<file path="src/core/tirr_pkg.sv">
// Package with the register map, field layout and reset values of the resistor register bank.
package tirr_pkg;

	// ------------------------------------------------------------
	// Register offsets
	// ------------------------------------------------------------
	localparam logic [7:0] TABLE_SELECT_OFS    = 8'h7F;
	localparam logic [7:0] MODE_OFS            = 8'h80;
	localparam logic [7:0] TEMP_INDEX_OFS      = 8'h81;
	localparam logic [7:0] RES_ZERO_OFS        = 8'h82;
	localparam logic [7:0] RES_ONE_OFS         = 8'h83;
	localparam logic [7:0] INT_MASK_OFS        = 8'h88;
	localparam logic [7:0] DEV_CONFIG_OFS      = 8'h89;
	localparam logic [7:0] LUT_FIRST_OFS       = 8'h80;
	localparam logic [7:0] LUT_LAST_OFS        = 8'hC7;

	// ------------------------------------------------------------
	// Tables and lookup depth
	// ------------------------------------------------------------
	localparam logic [1:0] TABLE_REGS          = 2'h1;
	localparam logic [1:0] TABLE_LUT_ZERO      = 2'h2;
	localparam logic [1:0] TABLE_LUT_ONE       = 2'h3;
	localparam int         LUT_DEPTH           = 72;
	localparam logic [6:0] LUT_LAST_INDEX      = 7'h47;

	// ------------------------------------------------------------
	// Field positions
	// ------------------------------------------------------------
	localparam int         MODE_AUTO_INDEX_BIT = 0;
	localparam int         MODE_AUTO_TRACK_BIT = 1;
	localparam int         CFG_BUF_ONE_INV_BIT = 1;
	localparam int         MASK_FIELD_LSB      = 3;
	localparam int         MASK_FIELD_MSB      = 7;
	localparam logic [7:0] MASK_USED_BITS      = 8'hF8;

	// ------------------------------------------------------------
	// Reset values
	// ------------------------------------------------------------
	localparam logic [7:0] TABLE_SELECT_RST    = 8'h00;
	localparam logic [7:0] MODE_RST            = 8'h03;
	localparam logic [7:0] TEMP_INDEX_RST      = 8'h00;
	localparam logic [7:0] RES_POSITION_RST    = 8'hFF;
	localparam logic [7:0] INT_MASK_RST        = 8'hF8;
	localparam logic [7:0] DEV_CONFIG_RST      = 8'h00;

endpackage

</file>
<file path="src/core/tirr_regs.sv">
// Register bank of the temperature indexed dual resistor: index, positions, lookup tables and masked interrupt.
//
// Function
// RULE1: A host-read-only index byte holds the value computed from the measured temperature and picks the lookup entry; host-writable here with auto indexing off.
// RULE2: The index addresses entries of two lookup tables that occupy bytes 80h to C7h of tables 02 and 03.
// RULE3: The resistor zero position is a read/write byte taking any value 00h to FFh and resetting to FFh.
// RULE4: The resistor one position is a read/write byte taking any value 00h to FFh and resetting to FFh.
// RULE5: The masked interrupt flag sets, driving buffer output one, only for events of channels whose mask bit is 1.
// RULE6: Mask bits 7 to 3 enable temperature, supply, monitor one, two and three; bits 2 to 0 are unused; enables reset to 1.
// RULE7: With all mask bits zero, no monitored channel ever sets the masked interrupt flag.
// RULE8: With automatic tracking off, a written resistor position is applied directly.
// RULE9: With automatic indexing off, the host writes the temperature index instead of the device computing it.
// RULE10: A two-bit field at 7Fh selects which of tables 00 to 03 appears in upper memory.
// RULE11: Buffer output one is the masked flag ORed with the invert bit XOR buffer input one.
// RULE12: With automatic tracking on, both positions reload from the lookup entries whenever the index changes.
`timescale 1ns/100ps
module tirr_regs (
	// Clock and reset
	input  wire logic       CLK_SYS,
	input  wire logic       RESET_N,
	// Byte access from the 2-wire serial engine
	input  wire logic [7:0] REG_ADDR,
	input  wire logic       REG_WR,
	input  wire logic [7:0] REG_WDATA,
	output logic      [7:0] REG_RDATA,
	// Temperature index from the conversion logic
	input  wire logic [7:0] TEMP_INDEX_IN,
	// Alarm or warning events per monitored channel
	input  wire logic       TEMP_EVENT,
	input  wire logic       VCC_EVENT,
	input  wire logic       ANALOG_MONITOR_ONE_EVENT,
	input  wire logic       ANALOG_MONITOR_TWO_EVENT,
	input  wire logic       ANALOG_MONITOR_THREE_EVENT,
	// Buffer one, open drain
	input  wire logic       BUFFER_ONE_INPUT,
	output logic            BUFFER_ONE_OUTPUT_O,
	output logic            BUFFER_ONE_OUTPUT_OE_N,
	// Resistor wiper positions and masked interrupt flag
	output logic      [7:0] RES_ZERO_POSITION,
	output logic      [7:0] RES_ONE_POSITION,
	output logic            MASKED_INTERRUPT_FLAG
);

	// ------------------------------------------------------------
	// State
	// ------------------------------------------------------------
	logic [7:0] table_select_q, table_select_d;
	logic [7:0] mode_q, mode_d;
	logic [7:0] temp_index_q, temp_index_d;
	logic [7:0] last_index_q, last_index_d;
	logic [7:0] res_zero_q, res_zero_d;
	logic [7:0] res_one_q, res_one_d;
	logic [7:0] int_mask_q, int_mask_d;
	logic [7:0] dev_config_q, dev_config_d;
	logic       masked_interrupt_flag_q, masked_interrupt_flag_d;
	logic       buffer_one_output_q, buffer_one_output_d;
	logic [7:0] rdata_q, rdata_d;

	localparam int LUT_DEPTH_L = tirr_pkg::LUT_DEPTH;

	logic [7:0] lut_zero [LUT_DEPTH_L];
	logic [7:0] lut_one  [LUT_DEPTH_L];

	logic [1:0] table_sel;
	logic       in_lut_range;
	logic       wr_regs;
	logic       auto_index_control;
	logic       auto_tracking_control;
	logic       buffer_one_invert;
	logic [6:0] lut_index;
	logic [4:0] channel_events;
	logic       index_changed;

	// ------------------------------------------------------------
	// Decode
	// ------------------------------------------------------------
	assign table_sel             = table_select_q[1:0]; // RULE10
	assign in_lut_range          = (REG_ADDR >= tirr_pkg::LUT_FIRST_OFS) && (REG_ADDR <= tirr_pkg::LUT_LAST_OFS);
	assign wr_regs               = REG_WR && (table_sel == tirr_pkg::TABLE_REGS);
	assign auto_index_control    = mode_q[tirr_pkg::MODE_AUTO_INDEX_BIT];
	assign auto_tracking_control = mode_q[tirr_pkg::MODE_AUTO_TRACK_BIT];
	assign buffer_one_invert     = dev_config_q[tirr_pkg::CFG_BUF_ONE_INV_BIT];
	assign channel_events        = {TEMP_EVENT, VCC_EVENT, ANALOG_MONITOR_ONE_EVENT,
	                                ANALOG_MONITOR_TWO_EVENT, ANALOG_MONITOR_THREE_EVENT};
	assign index_changed         = temp_index_q != last_index_q;

	// An index past the table end would read beyond the array, so it is held at the last entry.
	assign lut_index = (temp_index_q[6:0] > tirr_pkg::LUT_LAST_INDEX || temp_index_q[7]) ?
	                   tirr_pkg::LUT_LAST_INDEX : temp_index_q[6:0]; // RULE2

	// ------------------------------------------------------------
	// Lookup tables
	// ------------------------------------------------------------
	always_ff @(posedge CLK_SYS) begin
		if (REG_WR && in_lut_range && table_sel == tirr_pkg::TABLE_LUT_ZERO) begin
			lut_zero[REG_ADDR[6:0]] <= REG_WDATA; // RULE2
		end
		if (REG_WR && in_lut_range && table_sel == tirr_pkg::TABLE_LUT_ONE) begin
			lut_one[REG_ADDR[6:0]] <= REG_WDATA; // RULE2
		end
	end

	// ------------------------------------------------------------
	// Next state
	// ------------------------------------------------------------
	always_comb begin
		table_select_d = table_select_q;
		mode_d         = mode_q;
		int_mask_d     = int_mask_q;
		dev_config_d   = dev_config_q;
		last_index_d   = temp_index_q;
		temp_index_d   = temp_index_q;
		res_zero_d     = res_zero_q;
		res_one_d      = res_one_q;
		if (auto_index_control) begin
			temp_index_d = TEMP_INDEX_IN; // RULE1
		end
		// A host write wins over a tracking reload in the same cycle.
		if (auto_tracking_control && index_changed) begin
			res_zero_d = lut_zero[lut_index]; // RULE12
			res_one_d  = lut_one[lut_index]; // RULE12
		end
		if (REG_WR && REG_ADDR == tirr_pkg::TABLE_SELECT_OFS) begin
			table_select_d = REG_WDATA & 8'h03; // RULE10
		end
		if (wr_regs) begin
			case (REG_ADDR)
				tirr_pkg::MODE_OFS: begin
					mode_d = REG_WDATA & 8'h03;
				end
				tirr_pkg::TEMP_INDEX_OFS: begin
					if (!auto_index_control) begin
						temp_index_d = REG_WDATA; // RULE9
					end
				end
				tirr_pkg::RES_ZERO_OFS: begin
					res_zero_d = REG_WDATA; // RULE3 RULE8
				end
				tirr_pkg::RES_ONE_OFS: begin
					res_one_d = REG_WDATA; // RULE4 RULE8
				end
				tirr_pkg::INT_MASK_OFS: begin
					int_mask_d = REG_WDATA & tirr_pkg::MASK_USED_BITS; // RULE6
				end
				tirr_pkg::DEV_CONFIG_OFS: begin
					dev_config_d = REG_WDATA;
				end
				default: begin
				end
			endcase
		end
	end

	always_comb begin
		masked_interrupt_flag_d = |(channel_events &
		                            int_mask_q[tirr_pkg::MASK_FIELD_MSB:tirr_pkg::MASK_FIELD_LSB]); // RULE5 RULE7
		buffer_one_output_d     = masked_interrupt_flag_q | (buffer_one_invert ^ BUFFER_ONE_INPUT); // RULE11
		rdata_d                 = 8'h00;
		if (REG_ADDR == tirr_pkg::TABLE_SELECT_OFS) begin
			rdata_d = table_select_q;
		end else if (REG_ADDR >= tirr_pkg::LUT_FIRST_OFS) begin
			case (table_sel)
				tirr_pkg::TABLE_REGS: begin
					case (REG_ADDR)
						tirr_pkg::MODE_OFS:       rdata_d = mode_q;
						tirr_pkg::TEMP_INDEX_OFS: rdata_d = temp_index_q;
						tirr_pkg::RES_ZERO_OFS:   rdata_d = res_zero_q;
						tirr_pkg::RES_ONE_OFS:    rdata_d = res_one_q;
						tirr_pkg::INT_MASK_OFS:   rdata_d = int_mask_q;
						tirr_pkg::DEV_CONFIG_OFS: rdata_d = dev_config_q;
						default:                  rdata_d = 8'h00;
					endcase
				end
				tirr_pkg::TABLE_LUT_ZERO: rdata_d = in_lut_range ? lut_zero[REG_ADDR[6:0]] : 8'h00;
				tirr_pkg::TABLE_LUT_ONE:  rdata_d = in_lut_range ? lut_one[REG_ADDR[6:0]] : 8'h00;
				default:                  rdata_d = 8'h00;
			endcase
		end
	end

	// ------------------------------------------------------------
	// Registers
	// ------------------------------------------------------------
	always_ff @(posedge CLK_SYS) begin
		if (!RESET_N) begin
			table_select_q          <= tirr_pkg::TABLE_SELECT_RST;
			mode_q                  <= tirr_pkg::MODE_RST;
			temp_index_q            <= tirr_pkg::TEMP_INDEX_RST;
			last_index_q            <= tirr_pkg::TEMP_INDEX_RST;
			res_zero_q              <= tirr_pkg::RES_POSITION_RST; // RULE3
			res_one_q               <= tirr_pkg::RES_POSITION_RST; // RULE4
			int_mask_q              <= tirr_pkg::INT_MASK_RST; // RULE6
			dev_config_q            <= tirr_pkg::DEV_CONFIG_RST;
			masked_interrupt_flag_q <= 1'b0;
			buffer_one_output_q     <= 1'b1;
			rdata_q                 <= 8'h00;
		end else begin
			table_select_q          <= table_select_d;
			mode_q                  <= mode_d;
			temp_index_q            <= temp_index_d;
			last_index_q            <= last_index_d;
			res_zero_q              <= res_zero_d;
			res_one_q               <= res_one_d;
			int_mask_q              <= int_mask_d;
			dev_config_q            <= dev_config_d;
			masked_interrupt_flag_q <= masked_interrupt_flag_d;
			buffer_one_output_q     <= buffer_one_output_d;
			rdata_q                 <= rdata_d;
		end
	end

	// ------------------------------------------------------------
	// Outputs
	// ------------------------------------------------------------
	// The pin only ever pulls low; a high level is left to the external pull-up.
	assign BUFFER_ONE_OUTPUT_O    = 1'b0;
	assign BUFFER_ONE_OUTPUT_OE_N = buffer_one_output_q; // RULE11
	assign REG_RDATA              = rdata_q;
	assign RES_ZERO_POSITION      = res_zero_q;
	assign RES_ONE_POSITION       = res_one_q;
	assign MASKED_INTERRUPT_FLAG  = masked_interrupt_flag_q;
endmodule

</file>
<file path="config.mk">
export PLATFORM = sky130hd
export DESIGN_NAME = tirr_regs
export DESIGN_NICKNAME = d
export VERILOG_FILES = /design/src/core/tirr_pkg.sv /design/src/core/tirr_regs.sv
export SDC_FILE = /design/constraint.sdc
export NUM_CORES = 2
export LEC_CHECK = 0
export CAP_MARGIN = 20
export CORE_UTILIZATION = 45
export DETAILED_ROUTE_END_ITERATION = 8
export DONT_BUFFER_PORTS = 1
export SLEW_MARGIN = 20
export SYNTH_ARGS = -nofsm -noshare
export SYNTH_HDL_FRONTEND = slang
export SYNTH_SLANG_ARGS = --single-unit
export TNS_END_PERCENT = 100
</file>
<file path="constraint.sdc">
create_clock -name CLK_SYS -period 3.1 [get_ports CLK_SYS]
set_clock_uncertainty 0.15 [all_clocks]
set_input_delay 0.465 -clock CLK_SYS [delete_from_list [all_inputs] [get_ports CLK_SYS]]
set_output_delay 0.465 -clock CLK_SYS [all_outputs]
set_load 0.03 [all_outputs]
</file>
---- Yosys cells after proc, flatten, opt, wreduce, memory -nomap -nowiden ----
Memory sizes are Yosys's and may differ from the RTL's.
Index checks and enable logic that the tools add are counted.
Widths: inputs -> output; s select.
word-level totals
  register bits after elaboration ......... 59
  memory bits (writable) .................. 1152
  input bits .............................. 33
  memories ................................ 2
operators by class
  $lt $le $gt $ge ......................... 3
  equality and inequality tests ........... 11
  multiplexer cells ....................... 21
  bitwise gates (word level) .............. 5
  reduce and logical (&&, ||, !) cells .... 13
memories
  name      words  width  read ports  clocked after memory_dff  write ports  line             RTL
  lut_one   72     8      2           0                         1            tirr_regs.sv:62  logic [7:0] lut_one [LUT_DEPTH_L];
  lut_zero  72     8      2           0                         1            tirr_regs.sv:61  logic [7:0] lut_zero [LUT_DEPTH_L];
operator list
  cell                count
  $mux 8              12
  $eq 8x8->1 const B  6
  $pmux 8 s6          1
  $pmux 8 s3          1
  $eq 8x7->1 const B  1
  $ge 8x8->1 const B  1
  $le 8x8->1 const B  1
  $ne 8x8->1          1
  $gt 7x7->1 const B  1
  $logic_and 1x1->1   7
  $mux 7              1
  $reduce_and 2->1    3
  $and 5x5->5         1
  $reduce_or 5->1     1
  $eq 2x2->1 const B  2
  $mux 1              4
  $mux 2              2
  $reduce_or 3->1     1
  $eq 2x1->1 const B  1
  $not 1->1           2
  $logic_or 1x1->1    1
  $or 1x1->1          1
  $xor 1x1->1         1

---- Longest topological paths before layout ----
An unclocked memory read counts as a cell.
  depth after elaboration ................. 7
  depth in mapped cells ................... 12
  gate-level depth less buffers ........... 7

---- Least setup slack after synthesis ----
No wires, ideal clock.
  path type ............................... input-to-reg
  start ................................... input REG_ADDR[0]
  end ..................................... memory lut_one[13][0], enable pin
  setup time .............................. 0.370 ns
  arrival ................................. 2.597 ns
  data required time ...................... 2.580 ns
  setup slack ............................. -0.017 ns
  stages .................................. 9
  cells stage by stage .................... buf_4 > buf_4 > buf_2 > buf_2 > inv_2 > buf_1 > nor2_1 > nand3_1 > nor2_1
on the way
  cells in the longest elaborated chain, start to end .. 6
  elaborated cells on any way between the ends .. 7
RTL lines
  item                                      line             RTL
  start, declared                           tirr_regs.sv:22  input wire logic [7:0] REG_ADDR,
  $ge 8x8->1 or $le 8x8->1 (tied branches)  tirr_regs.sv:78  assign in_lut_range = (REG_ADDR >= tirr_pkg::LUT_FIRST_OFS) && (REG_ADDR <= tirr_pkg::LUT_LAST_OFS);
  $logic_and 1x1->1                         tirr_regs.sv:78
  $logic_and 1x1->1 (2 in a row)            tirr_regs.sv:98  if (REG_WR && in_lut_range && table_sel == tirr_pkg::TABLE_LUT_ONE) begin
  $mux 1                                    tirr_regs.sv:98
  $mux 1 (not written as such)              tirr_regs.sv:99  lut_one[REG_ADDR[6:0]] <= REG_WDATA;
  end, declared                             tirr_regs.sv:62
Parallel ways exist; a longest one is shown, timed or not.

---- Final worst setup path ----
  start ................................... input REG_ADDR[1]
  end ..................................... register rdata_q[4], in the netlist REG_RDATA[4]
on the way
  cells in the longest elaborated chain, start to end .. 4
  elaborated cells on any way between the ends .. 18
RTL lines
  item                                                                  line              RTL
  parallel branches: the longest is 4 deep, another holds $mem_v2 72x8  -
  end signal, assigned                                                  tirr_regs.sv:208  rdata_q <= rdata_d;
  end, declared                                                         tirr_regs.sv:57   logic [7:0] rdata_q, rdata_d;
Parallel ways; which one is timed is not known.
A chain may end at the register's enable or synchronous reset.

==> impl_metrics.ini <==
[drt]
wl_per_cell_um = 38.2
wirelength_um = 235000
remaining_drc_errors = 0
drtIter0Drc = 8074
firstDrtPassIters = 8
avgViaCountPerCell = 6.99
ant_nets = 0
vias = 42987

[final_layout]
drive_gt1_frac = 0.287
fin_nets = 4345
syn_to_final_growth_pct = 17.6
postLayoutCellArea_um2 = 68500
layout_commonest_cell = edfxtp_1
mostFrequentLayoutCells = edfxtp_1, buf_4, mux4_2

[clocking]
clkTransAtPathRegs_ns = 0.06
ctsLongestPathBuffers = 3
cts_made_buffers = 133
h-tree-depth = 4
clkLatencyLatePin_ns = 0.79
cts_tree = done
cts_sinks = 1211
cts_root_buf = clkbuf_16

[hold_path]
hp-class = primary input to flip-flop

[logic_synthesis]
synth_edf_count = 1152
synthDistinctLibCells = 82
avgSynthCellArea_um2 = 14.8
syn_inst = 3938
synthArstFlopShare = 0
synth_top_area_share = 0.594
ys_seq_area_frac = 0.614
syn_area_um2 = 58200
synthTopCellsByArea = edfxtp_1, mux4_2, mux2i_1
yosysTopAreaCell = edfxtp_1
yosysWarningCount = 0
syn_nets = 3971
synth_ff_type = edfxtp_1
ys_seq_elements = 1211

[placed_design]
io_buffers = 0
post-dp-hpwl_um = 151000
place_area_um2 = 63500
gp_congestion = 1.06

[timing]
finalCritPeriodShare = 1.06
hold_violations = 0
fin_ws_ns = -0.176
slew-limit-headroom = 0.0118
setup_violations = 4
post-route-min-period_ns = 3.28
fmax_ghz = 0.305
drv_slew = 0
finalSetupTns_ns = -0.488
rsz0062_at_grt = true
tightestPinTransition_ns = 1.48

[floorplanning]
start_util = 0.455
io_pins = 60
die_y_um = 362
fp.coreArea_um2 = 128000
num_rows = 131
dieArea_um2 = 131000
die_w_um = 362

[grt]
grt_max_degree = 327
grt_pass1_wl_um = 324000
grt_pass1_vias = 40719
antenna_found_initial = 12
grt.overflow.total = 0
track_usage = 0.355

[worst_setup_path]
crit_buf_inv = 0
cpPeakStageDelay_ns = 0.68
arrival_ns = 3.74
slowest_stage = mux4_2
crit_chain = mux4_2 -> mux4_2 -> a21oi_1 -> o22ai_1 -> o21ai_0 -> o21ai_0
path_delay_family = compound AO/OA/AOI/OAI gates
start_kind = primary input
cp_max_fo = 326
critPathKind = primary input to flip-flop
critical_path_required_ns = 3.57
endpoint_kind = flip-flop

[flow_run]
cap_violations = 0

[power]
power.total_mw = 38.0
vdd_ir_drop_max_uv = 601
powerDensity_nw_per_um2 = 554
p_leak_nw = 22.5

[outcome]
status = finished with violations
violations = setup timing
## synthesized netlist by cell type (6+ instances only)
cell type	instances
o31ai_1	15
o32ai_1	12
a2bb2oi_1	21
o21ai_0	154
buf_2	135
a211o_1	7
nor3_1	39
buf_4	56
and2_1	18
o21a_1	7
mux4_2	317
a22o_1	14
a211oi_1	51
edfxtp_1	1152
nor2_1	279
nand4_1	19
and3_1	18
o2bb2ai_1	12
a22oi_1	54
o311ai_0	7
a31oi_1	64
nand2b_1	11
or3_1	18
o221ai_1	98
nor4_1	14
clkbuf_1	121
buf_1	19
inv_1	11
o211ai_1	25
nor2b_1	25
a21oi_1	207
xnor2_1	9
a221oi_1	54
a2111oi_0	11
nand3_1	64
nand2_1	240
o22ai_1	38
or4_1	6
mux2i_1	223
a32oi_1	8
dfxtp_1	59
mux2_2	136
## path summary, 6_finish.rpt
| kind | startpoint | to | slack [ns] | cells past startpoint |
|---|---|---|---|---|
| max | REG_ADDR[1] | REG_RDATA[4] | -0.18 | 6 |
| min | REG_WDATA[5] | lut_zero[51][5] | 0.04 | 1 |
| min reg2reg | dev_config_q[6] | dev_config_q[6] | 0.38 | 2 |
| max reg2reg | lut_one[59][4] | REG_RDATA[4] | -0.04 | 6 |
## cells by family (layout without fill, tap and decap cells)
logic type	count (synthesis)	in the layout	synth area share
AO/OA/AOI/OAI	907	907	0.106
XOR/XNOR	9	9	0.00135
buffers and inverters	353	832	0.0299
flip-flops	1211	1211	0.614
multiplexers	676	676	0.187
other	1	6	0.0000644
AND/OR/NAND/NOR	781	781	0.0611
## worst register-to-register path, delay by kind of cell (launching register included)
family,cells,cell delay (ns)
compound gates,4,1.34
flops,1,0.41
mux,2,1.07
## layer usage
metal	vias up	routed length (µm)	GRT usage
met3	720	37400	0.135
met4	12	13400	0.170
met2	3649	99200	0.507
li1	16824	-	-
met1	21782	84900	0.475
met5	-	112	0
## timing repair
action / 4_1_cts / 5_1_grt
endpoints found under the setup margin: 8 / 11
hold buffers: 31 / 0
buffers inserted: 5 / 3
pin swaps: 4 / 7
cloned: 1 / 1
resized for setup: 18 / 21
endpoints found under the hold margin: 1211 / 0
## area by class of cell
class,instances,area (µm²)
Timing Repair Buffer,575,5260
Sequential cell,1211,35800
Antenna cell,5,12.5
Inverter,17,63.8
Multi-Input combinational cell,2374,21000
Clock inverter,71,647
Clock buffer,169,3600
Tap cell,1729,2160
Fill cell,10345,59500
## sequential cells by signal (all words and copies together) (netlist names)
name	cells
mode_q	2
dev_config_q	8
last_index_q	8
REG_RDATA	8
MASKED_INTERRUPT_FLAG	1
lut_zero	576
BUFFER_ONE_OUTPUT_OE_N	1
lut_one	576
last_index_d	8
int_mask_q	5
table_select_q	2
RES_ONE_POSITION	8
RES_ZERO_POSITION	8
## through the flow
| stage | hold WS [ns] | cells | setup slack [ns] | util |
|---|---|---|---|---|
| final | 0.0439 | 6151 | -0.176 | 0.535 |
| after global routing | 0.0431 | 6146 | -0.0397 | 0.535 |
| after CTS | 0.00480 | 6144 | 0.00431 | 0.534 |
| after detailed placement | 0.365 | 5867 | -0.315 | 0.496 |
| after global placement | 0.354 | 5867 | -0.302 | 0.496 |
| after floorplan | 0.316 | 3938 | -0.0173 | - |
## power by group
| part | switching (mW) | leakage (nW) | total (mW) | internal (mW) |
|---|---|---|---|---|
| logic | 2.61 | 9.59 | 4.16 | 1.55 |
| registers | 0.161 | 10.8 | 18.1 | 17.9 |
| clock network | 6.71 | 2.06 | 15.7 | 9.00 |
| total | 9.47 | 22.5 | 38.0 | 28.5 |
(Power assumes the default switching activity.)
